[config.mk]
export PLATFORM = sky130hd
export DESIGN_NAME = cam_front
export DESIGN_NICKNAME = d
export VERILOG_FILES = /design/src/verilog/cam_pkg.sv /design/src/verilog/pix_if.sv /design/src/verilog/cam_capture.sv /design/src/verilog/cam_front.sv
export SDC_FILE = /design/constraint.sdc
export NUM_CORES = 1
export LEC_CHECK = 0
export ABC_AREA = 1
export BUFFER_PORTS_ARGS = -buffer_cell sky130_fd_sc_hd__buf_2
export CELL_PAD_IN_SITES_DETAIL_PLACEMENT = 1
export CELL_PAD_IN_SITES_GLOBAL_PLACEMENT = 2
export CORE_ASPECT_RATIO = 2
export CORE_MARGIN = 2
export CORE_UTILIZATION = 33
export CTS_CLUSTER_DIAMETER = 60
export CTS_CLUSTER_SIZE = 8
export DETAILED_ROUTE_END_ITERATION = 8
export PLACE_DENSITY = 0.88
export SLEW_MARGIN = 20
export SYNTH_ARGS = -nofsm -noshare
export SYNTH_HDL_FRONTEND = slang
export SYNTH_SLANG_ARGS = --single-unit
[constraint.sdc]
create_clock -name clk_sys -period 2.3 [get_ports clk_sys]
set_input_delay 0.23 -clock clk_sys [delete_from_list [all_inputs] [get_ports clk_sys]]
set_output_delay 0.23 -clock clk_sys [all_outputs]
set_load 0.01 [all_outputs]
[src/verilog/cam_pkg.sv]
// Shared constants for the camera parallel capture front end
package cam_pkg;
  localparam int DATA_W = 12;
  localparam int NARROW_W = 10;
  localparam int ADDR_W = 8;
  localparam int REG_W = 8;
  localparam int AUX_N = 4;
  localparam int SYNC_N = 2;
  localparam int SYNC_MIN_CYC = 10;
  localparam int CNT_W = 4;
  // Register indices; byte address is four times the index
  localparam logic [ADDR_W-1:0] IDX_EDGE = 8'h03;
  localparam logic [ADDR_W-1:0] IDX_MODE = 8'h05;
  localparam logic [ADDR_W-1:0] IDX_AUX_SEL = 8'h0d;
  localparam logic [ADDR_W-1:0] IDX_LOCAL = 8'h0e;
  localparam logic [ADDR_W-1:0] IDX_STATUS = 8'h0f;
  localparam logic [ADDR_W-1:0] ADDR_EDGE = 8'h0c;
  localparam logic [ADDR_W-1:0] ADDR_MODE = 8'h14;
  localparam logic [ADDR_W-1:0] ADDR_AUX_SEL = 8'h34;
  localparam logic [ADDR_W-1:0] ADDR_LOCAL = 8'h38;
  localparam logic [ADDR_W-1:0] ADDR_STATUS = 8'h3c;
  // Field positions
  localparam int EDGE_BIT = 0;
  localparam int MODE12_BIT = 0;
  localparam int ST_EXT_OSC_BIT = 0;
  localparam int ST_VIOL_LS_BIT = 1;
  localparam int ST_VIOL_FS_BIT = 2;
  // Reset values
  localparam logic EDGE_RST = 1'b0;
  localparam logic MODE12_RST = 1'b1;
  localparam logic [REG_W-1:0] AUX_SEL_RST = 8'h00;
  localparam logic [AUX_N-1:0] LOCAL_RST = 4'h0;
  // Aux source select codes, two bits per aux pin
  localparam logic [1:0] SEL_REMOTE = 2'h0;
  localparam logic [1:0] SEL_LOCAL = 2'h1;
  localparam logic [1:0] SEL_CLOCK = 2'h2;
endpackage

[src/verilog/pix_if.sv]
// Carrier between register/top logic and the capture unit
`timescale 1ns/1ps
`default_nettype none
interface pix_if;
  import cam_pkg::*;
  logic strobe;
  logic mode12;
  logic [DATA_W-1:0] din;
  logic ls_in;
  logic fs_in;
  logic [SYNC_N-1:0] viol_clr;
  logic [DATA_W-1:0] word;
  logic ls;
  logic fs;
  logic valid;
  logic [SYNC_N-1:0] viol;
  modport cap (input strobe, mode12, din, ls_in, fs_in, viol_clr,
               output word, ls, fs, valid, viol);
  modport ctl (output strobe, mode12, din, ls_in, fs_in, viol_clr,
               input word, ls, fs, valid, viol);
endinterface
`default_nettype wire
[src/verilog/cam_capture.sv]
// Pixel word capture with sync toggle spacing monitor
`timescale 1ns/1ps
`default_nettype none
module cam_capture (
  input wire logic clk_sys,
  input wire logic rst_n,
  pix_if.cap px
);
  import cam_pkg::*;

  logic [DATA_W-1:0] word_q, word_d;
  logic ls_q, ls_d, fs_q, fs_d, valid_q, valid_d;
  logic [SYNC_N-1:0] prev_q, prev_d, viol_q, viol_d, sync_now;
  logic [CNT_W-1:0] cnt_q [SYNC_N];
  logic [CNT_W-1:0] cnt_d [SYNC_N];

  assign sync_now = {px.fs_in, px.ls_in};
  assign px.word = word_q;
  assign px.ls = ls_q;
  assign px.fs = fs_q;
  assign px.valid = valid_q;
  assign px.viol = viol_q;

  // One word per active strobe, upper bits masked in narrow mode
  always_comb begin
    word_d = word_q;
    ls_d = ls_q;
    fs_d = fs_q;
    valid_d = 1'b0;
    prev_d = prev_q;
    if (px.strobe) begin
      valid_d = 1'b1;
      if (px.mode12) begin
        word_d = px.din;
      end else begin
        word_d = {{(DATA_W-NARROW_W){1'b0}}, px.din[NARROW_W-1:0]};
      end
      ls_d = px.ls_in;
      fs_d = px.fs_in;
      prev_d = sync_now;
    end
  end

  // Per sync line: strobes since last toggle, sticky spacing violation
  for (genvar g = 0; g < SYNC_N; g++) begin : g_sync
    always_comb begin
      cnt_d[g] = cnt_q[g];
      viol_d[g] = viol_q[g] & ~px.viol_clr[g];
      if (px.strobe) begin
        if (sync_now[g] != prev_q[g]) begin
          cnt_d[g] = CNT_W'(1);
          if (!px.mode12 && cnt_q[g] < CNT_W'(SYNC_MIN_CYC)) begin
            viol_d[g] = 1'b1;
          end
        end else if (cnt_q[g] < CNT_W'(SYNC_MIN_CYC)) begin
          cnt_d[g] = cnt_q[g] + CNT_W'(1);
        end
      end
    end
    always_ff @(posedge clk_sys) begin
      if (!rst_n) begin
        cnt_q[g] <= CNT_W'(SYNC_MIN_CYC);
      end else begin
        cnt_q[g] <= cnt_d[g];
      end
    end
  end

  // Capture registers
  always_ff @(posedge clk_sys) begin
    if (!rst_n) begin
      word_q <= '0;
      ls_q <= 1'b0;
      fs_q <= 1'b0;
      valid_q <= 1'b0;
      prev_q <= '0;
      viol_q <= '0;
    end else begin
      word_q <= word_d;
      ls_q <= ls_d;
      fs_q <= fs_d;
      valid_q <= valid_d;
      prev_q <= prev_d;
      viol_q <= viol_d;
    end
  end
endmodule
`default_nettype wire

[src/verilog/cam_front.sv]
// Camera parallel input front end with register port and aux outputs
// How it works
// - In 10-bit mode only data inputs 0..9 are captured, 10 and 11 read as 0.
// - In 12-bit mode all twelve data inputs are captured on each strobe.
// - In 12-bit mode line and frame sync pass unchanged with no spacing limit.
// - Bit 0 of register 0x03 picks the pixel clock edge that samples the inputs.
// - Aux outputs 0 and 1 follow the remote line or a local register bit.
// - Aux output 2 follows remote line 2, a local bit, or a clock out in oscillator mode that only toggles while aux pin 3 is also on the clock code.
// - Aux pin 3 follows remote line 3, a local bit, or is a clock input in oscillator mode.
// - While power_down_n is low the block idles and all registers except the strap status bit return to defaults.
// - A strap caught during power down selects imager clock or external oscillator mode.
//
// Implementation choices: the register addresses and strobed register access.
`timescale 1ns/1ps
`default_nettype none
module cam_front (
  input wire logic clk_sys,
  input wire logic rst_n,
  input wire logic power_down_n,
  input wire logic osc_mode_strap,
  input wire logic pixel_clk,
  input wire logic [cam_pkg::DATA_W-1:0] pixel_data,
  input wire logic line_sync,
  input wire logic frame_sync,
  input wire logic [cam_pkg::ADDR_W-1:0] reg_addr,
  input wire logic [cam_pkg::REG_W-1:0] reg_wdata,
  input wire logic reg_wr,
  input wire logic reg_rd,
  output logic [cam_pkg::REG_W-1:0] reg_rdata,
  input wire logic [cam_pkg::AUX_N-1:0] remote_io,
  output logic [1:0] aux_out_low_pair,
  output logic aux_out2_clock_out,
  input wire logic aux_pin3_clock_in_i,
  output logic aux_pin3_clock_in_o,
  output logic aux_pin3_clock_in_oe,
  output logic [cam_pkg::DATA_W-1:0] payload_data,
  output logic payload_line_sync,
  output logic payload_frame_sync,
  output logic payload_valid
);
  import cam_pkg::*;

  localparam int SYN_W = DATA_W + 6;

  pix_if px ();

  logic [SYN_W-1:0] raw_in, sync1_q, sync2_q;
  logic pclk_s, ls_s, fs_s, clkin_s, pd_n_s, strap_s;
  logic [DATA_W-1:0] din_s;
  logic run_n;
  logic pclk_prev_q, clkin_prev_q;
  logic edge_sel_q, edge_sel_d, mode12_q, mode12_d;
  logic ext_osc_q, ext_osc_d;
  logic [REG_W-1:0] aux_sel_q, aux_sel_d;
  logic [AUX_N-1:0] local_q, local_d;
  logic [REG_W-1:0] rdata_q, rdata_d;
  logic [SYNC_N-1:0] viol_clr;
  logic [1:0] low_q, low_d;
  logic aux2_q, aux2_d, aux3_o_q, aux3_o_d, aux3_oe_q, aux3_oe_d;
  logic clkout_q, clkout_d;
  logic [1:0] sel0, sel1, sel2, sel3;
  logic clkin_rise;

  // Two-stage synchroniser for every pin from outside the clock domain
  assign raw_in = {osc_mode_strap, power_down_n, aux_pin3_clock_in_i,
                   frame_sync, line_sync, pixel_clk, pixel_data};
  always_ff @(posedge clk_sys) begin
    if (!rst_n) begin
      sync1_q <= '0;
      sync2_q <= '0;
    end else begin
      sync1_q <= raw_in;
      sync2_q <= sync1_q;
    end
  end
  assign din_s = sync2_q[DATA_W-1:0];
  assign pclk_s = sync2_q[DATA_W];
  assign ls_s = sync2_q[DATA_W+1];
  assign fs_s = sync2_q[DATA_W+2];
  assign clkin_s = sync2_q[DATA_W+3];
  assign pd_n_s = sync2_q[DATA_W+4];
  assign strap_s = sync2_q[DATA_W+5];

  // Power down holds the block in reset, except the synchroniser and strap capture
  assign run_n = rst_n & pd_n_s;

  // Previous clock levels for edge detection
  always_ff @(posedge clk_sys) begin
    if (!run_n) begin
      pclk_prev_q <= 1'b0;
      clkin_prev_q <= 1'b0;
    end else begin
      pclk_prev_q <= pclk_s;
      clkin_prev_q <= clkin_s;
    end
  end

  // Strobe on the selected pixel clock edge
  assign px.strobe = edge_sel_q ? (pclk_prev_q & ~pclk_s)
                                : (pclk_s & ~pclk_prev_q);
  assign px.mode12 = mode12_q;
  assign px.din = din_s;
  assign px.ls_in = ls_s;
  assign px.fs_in = fs_s;
  assign px.viol_clr = viol_clr;

  cam_capture u_capture (
    .clk_sys (clk_sys),
    .rst_n (run_n),
    .px (px)
  );

  assign payload_data = px.word;
  assign payload_line_sync = px.ls;
  assign payload_frame_sync = px.fs;
  assign payload_valid = px.valid;

  // Register writes, reads and strap capture
  always_comb begin
    edge_sel_d = edge_sel_q;
    mode12_d = mode12_q;
    aux_sel_d = aux_sel_q;
    local_d = local_q;
    rdata_d = '0;
    viol_clr = '0;
    ext_osc_d = ext_osc_q;
    if (reg_wr) begin
      if (reg_addr == ADDR_EDGE) begin
        edge_sel_d = reg_wdata[EDGE_BIT];
      end else if (reg_addr == ADDR_MODE) begin
        mode12_d = reg_wdata[MODE12_BIT];
      end else if (reg_addr == ADDR_AUX_SEL) begin
        aux_sel_d = reg_wdata;
      end else if (reg_addr == ADDR_LOCAL) begin
        local_d = reg_wdata[AUX_N-1:0];
      end else if (reg_addr == ADDR_STATUS) begin
        viol_clr = {reg_wdata[ST_VIOL_FS_BIT], reg_wdata[ST_VIOL_LS_BIT]};
      end
    end
    if (reg_rd) begin
      if (reg_addr == ADDR_EDGE) begin
        rdata_d[EDGE_BIT] = edge_sel_q;
      end else if (reg_addr == ADDR_MODE) begin
        rdata_d[MODE12_BIT] = mode12_q;
      end else if (reg_addr == ADDR_AUX_SEL) begin
        rdata_d = aux_sel_q;
      end else if (reg_addr == ADDR_LOCAL) begin
        rdata_d[AUX_N-1:0] = local_q;
      end else if (reg_addr == ADDR_STATUS) begin
        rdata_d[ST_EXT_OSC_BIT] = ext_osc_q;
        rdata_d[ST_VIOL_LS_BIT] = px.viol[0];
        rdata_d[ST_VIOL_FS_BIT] = px.viol[1];
      end
    end
  end

  always_ff @(posedge clk_sys) begin
    if (!rst_n) begin
      ext_osc_q <= 1'b0;
    end else if (!pd_n_s) begin
      ext_osc_q <= strap_s;
    end else begin
      ext_osc_q <= ext_osc_d;
    end
  end

  always_ff @(posedge clk_sys) begin
    if (!run_n) begin
      edge_sel_q <= EDGE_RST;
      mode12_q <= MODE12_RST;
      aux_sel_q <= AUX_SEL_RST;
      local_q <= LOCAL_RST;
      rdata_q <= '0;
    end else begin
      edge_sel_q <= edge_sel_d;
      mode12_q <= mode12_d;
      aux_sel_q <= aux_sel_d;
      local_q <= local_d;
      rdata_q <= rdata_d;
    end
  end
  assign reg_rdata = rdata_q;

  // Aux pin source selection
  assign sel0 = aux_sel_q[1:0];
  assign sel1 = aux_sel_q[3:2];
  assign sel2 = aux_sel_q[5:4];
  assign sel3 = aux_sel_q[7:6];
  assign clkin_rise = clkin_s & ~clkin_prev_q;

  always_comb begin
    low_d[0] = (sel0 == SEL_REMOTE) ? remote_io[0] : local_q[0];
    low_d[1] = (sel1 == SEL_REMOTE) ? remote_io[1] : local_q[1];
    clkout_d = clkout_q;
    aux3_oe_d = 1'b1;
    aux3_o_d = (sel3 == SEL_REMOTE) ? remote_io[3] : local_q[3];
    if (ext_osc_q && sel3 == SEL_CLOCK) begin
      aux3_oe_d = 1'b0;
      aux3_o_d = 1'b0;
      if (clkin_rise) begin
        clkout_d = ~clkout_q;
      end
    end
    if (ext_osc_q && sel2 == SEL_CLOCK) begin
      aux2_d = clkout_q;
    end else if (sel2 == SEL_REMOTE) begin
      aux2_d = remote_io[2];
    end else begin
      aux2_d = local_q[2];
    end
  end

  always_ff @(posedge clk_sys) begin
    if (!run_n) begin
      low_q <= '0;
      aux2_q <= 1'b0;
      aux3_o_q <= 1'b0;
      aux3_oe_q <= 1'b0;
      clkout_q <= 1'b0;
    end else begin
      low_q <= low_d;
      aux2_q <= aux2_d;
      aux3_o_q <= aux3_o_d;
      aux3_oe_q <= aux3_oe_d;
      clkout_q <= clkout_d;
    end
  end
  assign aux_out_low_pair = low_q;
  assign aux_out2_clock_out = aux2_q;
  assign aux_pin3_clock_in_o = aux3_o_q;
  assign aux_pin3_clock_in_oe = aux3_oe_q;
endmodule
`default_nettype wire

==> results_dict.tcl, run 1 <==
set metrics [dict create \
    status "finished clean" \
    start_kind "register" \
    grtUsageMet3_pct 2.81 \
    ff2ff_setup_slack_ps 820 \
    crit_chain "inv_1, nor2_1, nand2_1, nand2_2, inv_1, o21ai_0, nand2_1" \
    min_period_over_period_pct 64.4 \
    cp_data_arrival_time_ps 1710 \
    via_per_inst 4.51 \
    drive_gt1_share_pct 21.5 \
    yosys.area_share.xor_xnor_pct 1.04 \
    synth.area.mux_share_pct 0 \
    end_kind "register" \
    drc_errors 0 \
    cts_tree "yes" \
    area_growth_pct 23.5 \
    wl_per_cell_um 12.5 \
    drt-total-wl_um 7980 \
    core-area_mm2 0.0100 \
    critPathKind "reg -> reg" \
    synth-edff-count 0 \
    synth-simple-area-share_pct 23.2 \
    grt_pass1_wl_um 13500 \
    clkSlewWorstSetupHoldPaths_ps 60 \
    post_cts_buffers 0 \
    synthDistinctLibCells 31 \
    internal-power_w 0.00256 \
    num_rows 52 \
    dieArea_mm2 0.0111 \
    drv_cap 0 \
    crit_path_end "u_capture.cnt_q[0][3]" \
    cts_buffers 9 \
    max-clock-path-buffers 2 \
    finalSetupViolCount 0 \
    chipWidth_um 75.5 \
    ioPinCount 70 \
    sequentialPowerShare_pct 49.7 \
    p_leak_nw 2.12 \
    cts_hold_buf 0 \
    syn_inst 426 \
    final_nets 542 \
    finalMaxSlewViolations 0 \
    start_util_pct 33.7 \
    final_common_cell "dfxtp_1" \
    met2_usage_pct 28.7 \
    p_sw_w 0.000731 \
    post_cts_resized 0 \
    synth_compound_area_share_pct 10.1 \
    final_cell_area_mm2 0.00416 \
    grt_max_degree 38 \
    n_antenna_cell 0 \
    required_ps 2530 \
    fmax_mhz 675 \
    rr_worst_depth 7 \
    max_slew.worst_pin.slew_ps 456 \
    min_path_type "in -> reg" \
    whs_ps 64.9 \
    num_vias 2878 \
    ctsHtreeMaxLevel 3 \
    dp_cells 622 \
    finalClockSkew_ps 12.2 \
    track_usage_pct 16.1 \
    switching_share_pct 22.2 \
    grt_overflow 0 \
    place.gp.congestion 0.853 \
    port_buffers 69 \
    comb_power_share_pct 4.1 \
    r2r-start "sync2_q[12]" \
    period_minus_slack_ps 1480 \
    firstDrtPassIters 4 \
    dpl.hpwl_um 6050 \
    syn_area_per_cell_um2 7.92 \
    synth-seq-cells 92 \
    placedInstanceArea_mm2 0.00386 \
    instances_no_fill 638 \
    synthAdderAreaFrac_pct 0.742 \
    power_frac_clock_pct 46.1 \
    final_cell_mix "92 x dfxtp_1, 81 x nand2_1, 77 x inv_1" \
    setup_tns_ps 0 \
    synth_top_family_by_area "simple AND/OR/NAND/NOR gates" \
    yosysWarnings 0 \
    crit_fanout 18 \
    initialDrtViolationCount 88 \
    grt_pass1_vias 3047 \
    fp.dieH_um 147 \
    finalHoldViolations 0 \
    cts_root_buf "clkbuf_16" \
    peakVddDrop_uv 521 \
    synthArstFlopShare_pct 0 \
    ant_nets 0 \
    rsz0062_at_grt "false" \
    slowest_stage "dfxtp_1" \
    critical-path-max-stage-delay_ps 310 \
    ys_seq_area_share_pct 54.6 \
    r2r_end "u_capture.cnt_q[0][3]" \
    use_met1_pct 17.0 \
    cp-startpoint "sync2_q[12]" \
    synth_fp_nets 470 \
    synthesis.area_mm2 0.00337 \
    power-per-cell-area_mw_per_mm2 791 \
    grt_antenna_before_repair 0 \
    ys.flop_type "dfxtp_1" \
    clkSinkCount 92 \
    maxSlewHeadroom_pct 69.6 \
    clk_latency_ps 350 \
    top_usage_layer "met2" \
]
## cells by family (layout without fill, tap and decap cells)
| kind of cell | count (synthesis) | after routing |
|---|---|---|
| buf+inv | 90 | 167 |
| xor+xnor | 4 | 4 |
| flops | 92 | 92 |
| simple gates | 173 | 173 |
| fa+ha+maj | 2 | 2 |
| compound gates | 65 | 65 |
## registers in the layout (all words and copies together) (netlist names), 2 cells and up
signal and cells:
u_capture.prev_q 2, local_q 4, reg_rdata 8, sync1_q 18, u_capture.cnt_q 8, aux_out_low_pair 2
u_capture.px.word 12, u_capture.px.viol 2, sync2_q 18, aux_sel_q 8
## synthesized netlist by cell type, types with 2 or more instances
cell	number	area share (%)
inv_1	77	8.6
clkbuf_1	3	0.33
nor2_4	4	1.3
nand2_2	3	0.56
nor2_1	49	5.5
buf_2	3	0.45
nor2_2	4	0.74
nand2_4	2	0.67
dfxtp_1	92	55
a21oi_1	22	3.3
nand3_1	21	3.1
xor2_1	2	0.52
o21ai_0	34	5.0
nand4_1	4	0.74
buf_1	4	0.45
o21ai_1	3	0.45
nand2_1	81	9.0
a31oi_1	2	0.37
ha_1	2	0.74
inv_2	2	0.22
xnor2_1	2	0.52
## cell type report
| class | instances | area [um2] |
|---|---|---|
| clock inverter | 6 | 68.8 |
| tap | 135 | 169 |
| fill | 1290 | 5860 |
| inverter | 79 | 297 |
| sequential | 92 | 1840 |
| timing repair buffer | 72 | 368 |
| multi-input combinational | 244 | 1180 |
| clock buffer | 10 | 239 |
## through the flow
stage / total power (W) / worst slack [ps] / utilization [%]
2_1_floorplan: 0.00174 / 1180 / -
3_3_place_gp: 0.00181 / 834 / 38.5
3_5_place_dp: 0.00181 / 773 / 38.5
4_1_cts: 0.00334 / 744 / 41.6
5_1_grt: 0.00342 / 597 / 41.6
6_report: 0.00329 / 819 / 41.6
## worst max-delay path: cells and delay by family (launching register included)
kind            cells  cell delay (ps)
buf+inv             2              350
flops               1              310
simple gates        4              470
compound gates      1              230
## routing by layer
layer	vias up	wire [um]
li1	1451	-
met1	1346	3120
met2	64	4290
met3	17	297
met4	0	275
met5	-	0
## how the worst min path moves through the flow
stage,start,to,cells past startpoint
2_1_floorplan,pixel_data[0],sync1_q[0],2
3_3_place_gp,sync1_q[4],sync2_q[4],2
3_5_place_dp,sync1_q[2],sync2_q[2],2
4_1_cts,pixel_data[1],sync1_q[1],3
5_1_grt,pixel_data[3],sync1_q[3],3
6_report,pixel_data[5],sync1_q[5],3
## power groups by stage
| stage | logic (W) | registers (W) | clock network (W) |
|---|---|---|---|
| finish | 0.000136 | 0.00164 | 0.00152 |
| global route | 0.000158 | 0.00164 | 0.00162 |
| CTS | 0.000140 | 0.00164 | 0.00156 |
| detailed placement | 0.000139 | 0.00167 | 0 |
| global placement | 0.000133 | 0.00167 | 0 |
| floorplan | 0.0000725 | 0.00167 | 0 |
No activity file was read; power rests on OpenSTA's default activity.
==> inputs of run 2 (changes only) <==
--- a/config.mk
+++ b/config.mk
@@ -11,11 +11,11 @@
 export CELL_PAD_IN_SITES_GLOBAL_PLACEMENT = 2
 export CORE_ASPECT_RATIO = 2
 export CORE_MARGIN = 2
-export CORE_UTILIZATION = 33
+export CORE_UTILIZATION = 28
 export CTS_CLUSTER_DIAMETER = 60
 export CTS_CLUSTER_SIZE = 8
 export DETAILED_ROUTE_END_ITERATION = 8
-export PLACE_DENSITY = 0.88
+export PLACE_DENSITY = 0.8
 export SLEW_MARGIN = 20
 export SYNTH_ARGS = -nofsm -noshare
 export SYNTH_HDL_FRONTEND = slang
==> constraint.sdc (replaced) <==
create_clock -name clk_sys -period 1.2 [get_ports clk_sys]
set_input_delay 0.12 -clock clk_sys [delete_from_list [all_inputs] [get_ports clk_sys]]
set_output_delay 0.12 -clock clk_sys [all_outputs]
set_load 0.01 [all_outputs]
==> run 2 against run 1 <==
  * Critical path depth did not move
  * Core utilization is 1.9 points lower
  * Highest routed layer unchanged
  * Worst setup slack worse by 790 ps
  * Flip-flop and latch count is the same
==> results_dict.tcl, run 2 (synthesis results as in run 1) <==
set metrics [dict create \
    final_cell_mix "86 x dfxtp_1, 77 x nand2_1, 73 x inv_1" \
    rsz0062_at_grt "true" \
    status "finished clean" \
    switching_share_pct 21.2 \
    wl_per_cell_um 12.7 \
    clkSinkCount 92 \
    drt-total-wl_um 8660 \
    top_layer "met4" \
    finalClockSkew_ps 4.63 \
    final_nets 578 \
    required_ps 1420 \
    end_kind "register" \
    clk_latency_ps 340 \
    core-area_mm2 0.0118 \
    wl_met3_um 256 \
    chipWidth_um 81.6 \
    finalSetupViolCount 0 \
    num_vias 3000 \
    critical-path-max-stage-delay_ps 360 \
    route.met2.wl_um 4940 \
    finalMaxSlewViolations 0 \
    drv_cap 0 \
    final_common_cell "dfxtp_1" \
    ioPinCount 70 \
    p_sw_w 0.00140 \
    drc_errors 0 \
    power_frac_clock_pct 46.8 \
    drive_gt1_share_pct 29.3 \
    cts_buffers 9 \
    initialDrtViolationCount 93 \
    power-per-cell-area_mw_per_mm2 1410 \
    dp_slack_ps -68.6 \
    ant_nets 0 \
    grt_pass1_wl_um 14100 \
    sequentialPowerShare_pct 47.7 \
    slowest_stage "dfxtp_2" \
    period_minus_slack_ps 1170 \
    area_growth_pct 38.5 \
    port_buffers 69 \
    via_per_inst 4.39 \
    clkSlewWorstSetupHoldPaths_ps 70 \
    comb_power_share_pct 5.5 \
    finalHoldViolations 0 \
    grt_overflow 0 \
    min_path_type "in -> reg" \
    n_antenna_cell 0 \
    cp_data_arrival_time_ps 1390 \
    fmax_mhz 855 \
    fp.dieH_um 159 \
    dpl.hpwl_um 6360 \
    crit_top_cell "nor2_1" \
    fin_ws_ps 30.7 \
    peakVddDrop_uv 673 \
    start_kind "register" \
    wl_met1_um 3270 \
    track_usage_pct 13.9 \
    max-clock-path-buffers 2 \
    cts_tree "yes" \
    p_leak_nw 2.32 \
    maxSlewHeadroom_pct 76.6 \
    place.gp.congestion 0.821 \
    max_slew.worst_pin.slew_ps 350 \
    grt_max_degree 38 \
    ctsHtreeMaxLevel 3 \
    start_util_pct 28.6 \
    grt_antenna_before_repair 0 \
    firstDrtPassIters 4 \
    dieArea_mm2 0.0130 \
    cts_root_buf "clkbuf_16" \
    internal-power_w 0.00518 \
    num_rows 56 \
    p_total_w 0.00658 \
    crit_fanout 5 \
    crit_chain "nor2_1, nor2_1, nand2_1, nand2_4, inv_2, o21ai_0, a21oi_1" \
    critPathKind "reg -> reg" \
    grt_pass1_vias 3170 \
    min_period_over_period_pct 97.4 \
]
-- run 2: cell types whose count changed in the layout (fill, tap and decap cells not counted), sizes merged --
cell,before,now
dlygate4sd3,0,18
inv,82,79
buf,72,89
bufinv,1,2
clkbuf,10,12
clkinv,1,2
-- run 2: power by group through the flow --
| stage | Clock, W | Combinational [W] | Sequential, W |
|---|---|---|---|
| 2_1_floorplan | 0 | 0.000139 | 0.00320 |
| 3_3_place_gp | 0 | 0.000280 | 0.00320 |
| 3_5_place_dp | 0 | 0.000289 | 0.00321 |
| 4_1_cts | 0.00315 | 0.000338 | 0.00314 |
| 5_1_grt | 0.00329 | 0.000408 | 0.00315 |
| 6_report | 0.00308 | 0.000359 | 0.00314 |
-- run 2: critical path: cells and delay by family (launching register included) --
family | cells | cell delay (ps)
buffers and inverters | 1 | 40
AND/OR/NAND/NOR | 4 | 470
AO/OA/AOI/OAI | 2 | 180
flip-flops | 1 | 360
-- run 2: metal layers --
metal | track usage (%) | vias to the layer above
li1 | - | 1518
met1 | 14.0 | 1409
met2 | 26.5 | 59
met3 | 2.83 | 14
met4 | 5.68 | 0
met5 | 0 | -
-- run 2: path summary, 6_finish.rpt --
kind                               from  slack [ps]  depth (start not counted)               endpoint
setup / recovery  u_capture.cnt_q[1][1]          30                          7  u_capture.cnt_q[1][0]
hold / removal             reg_wdata[6]          50                          3           aux_sel_q[6]
setup reg to reg  u_capture.cnt_q[1][1]          30                          7  u_capture.cnt_q[1][0]
hold reg to reg              sync1_q[7]         410                          2             sync2_q[7]
-- run 2: repair_timing --
action,4_1_cts,5_1_grt
pin swaps,0,12
hold buffers,18,0
setup endpoints to repair,22,29
endpoints found under the hold margin,18,0
setup buffers,0,4
cloned,0,1
resized for setup,6,43
-- run 2: final cells by class --
class	instances	area [um2]
clock buffer	11	243
clock inverter	5	85.1
fill	1437	7100
inverter	79	299
multi-input combinational	244	1280
sequential	92	1850
tap	145	181
timing repair buffer	108	732
-- run 2: stage by stage --
step | utilization (%) | area [um2] | instances | TNS, ps | hold WS [ps]
after CTS | 38.4 | 4520 | 679 | -47.6 | 41.1
after floorplan | - | 3370 | 426 | 0 | 218
after detailed placement | 33.8 | 3980 | 645 | -507 | 307
after global routing | 39.7 | 4670 | 684 | -540 | 49.2
final | 39.7 | 4670 | 684 | 0 | 45.8
after global placement | 33.8 | 3980 | 645 | -87.2 | 301
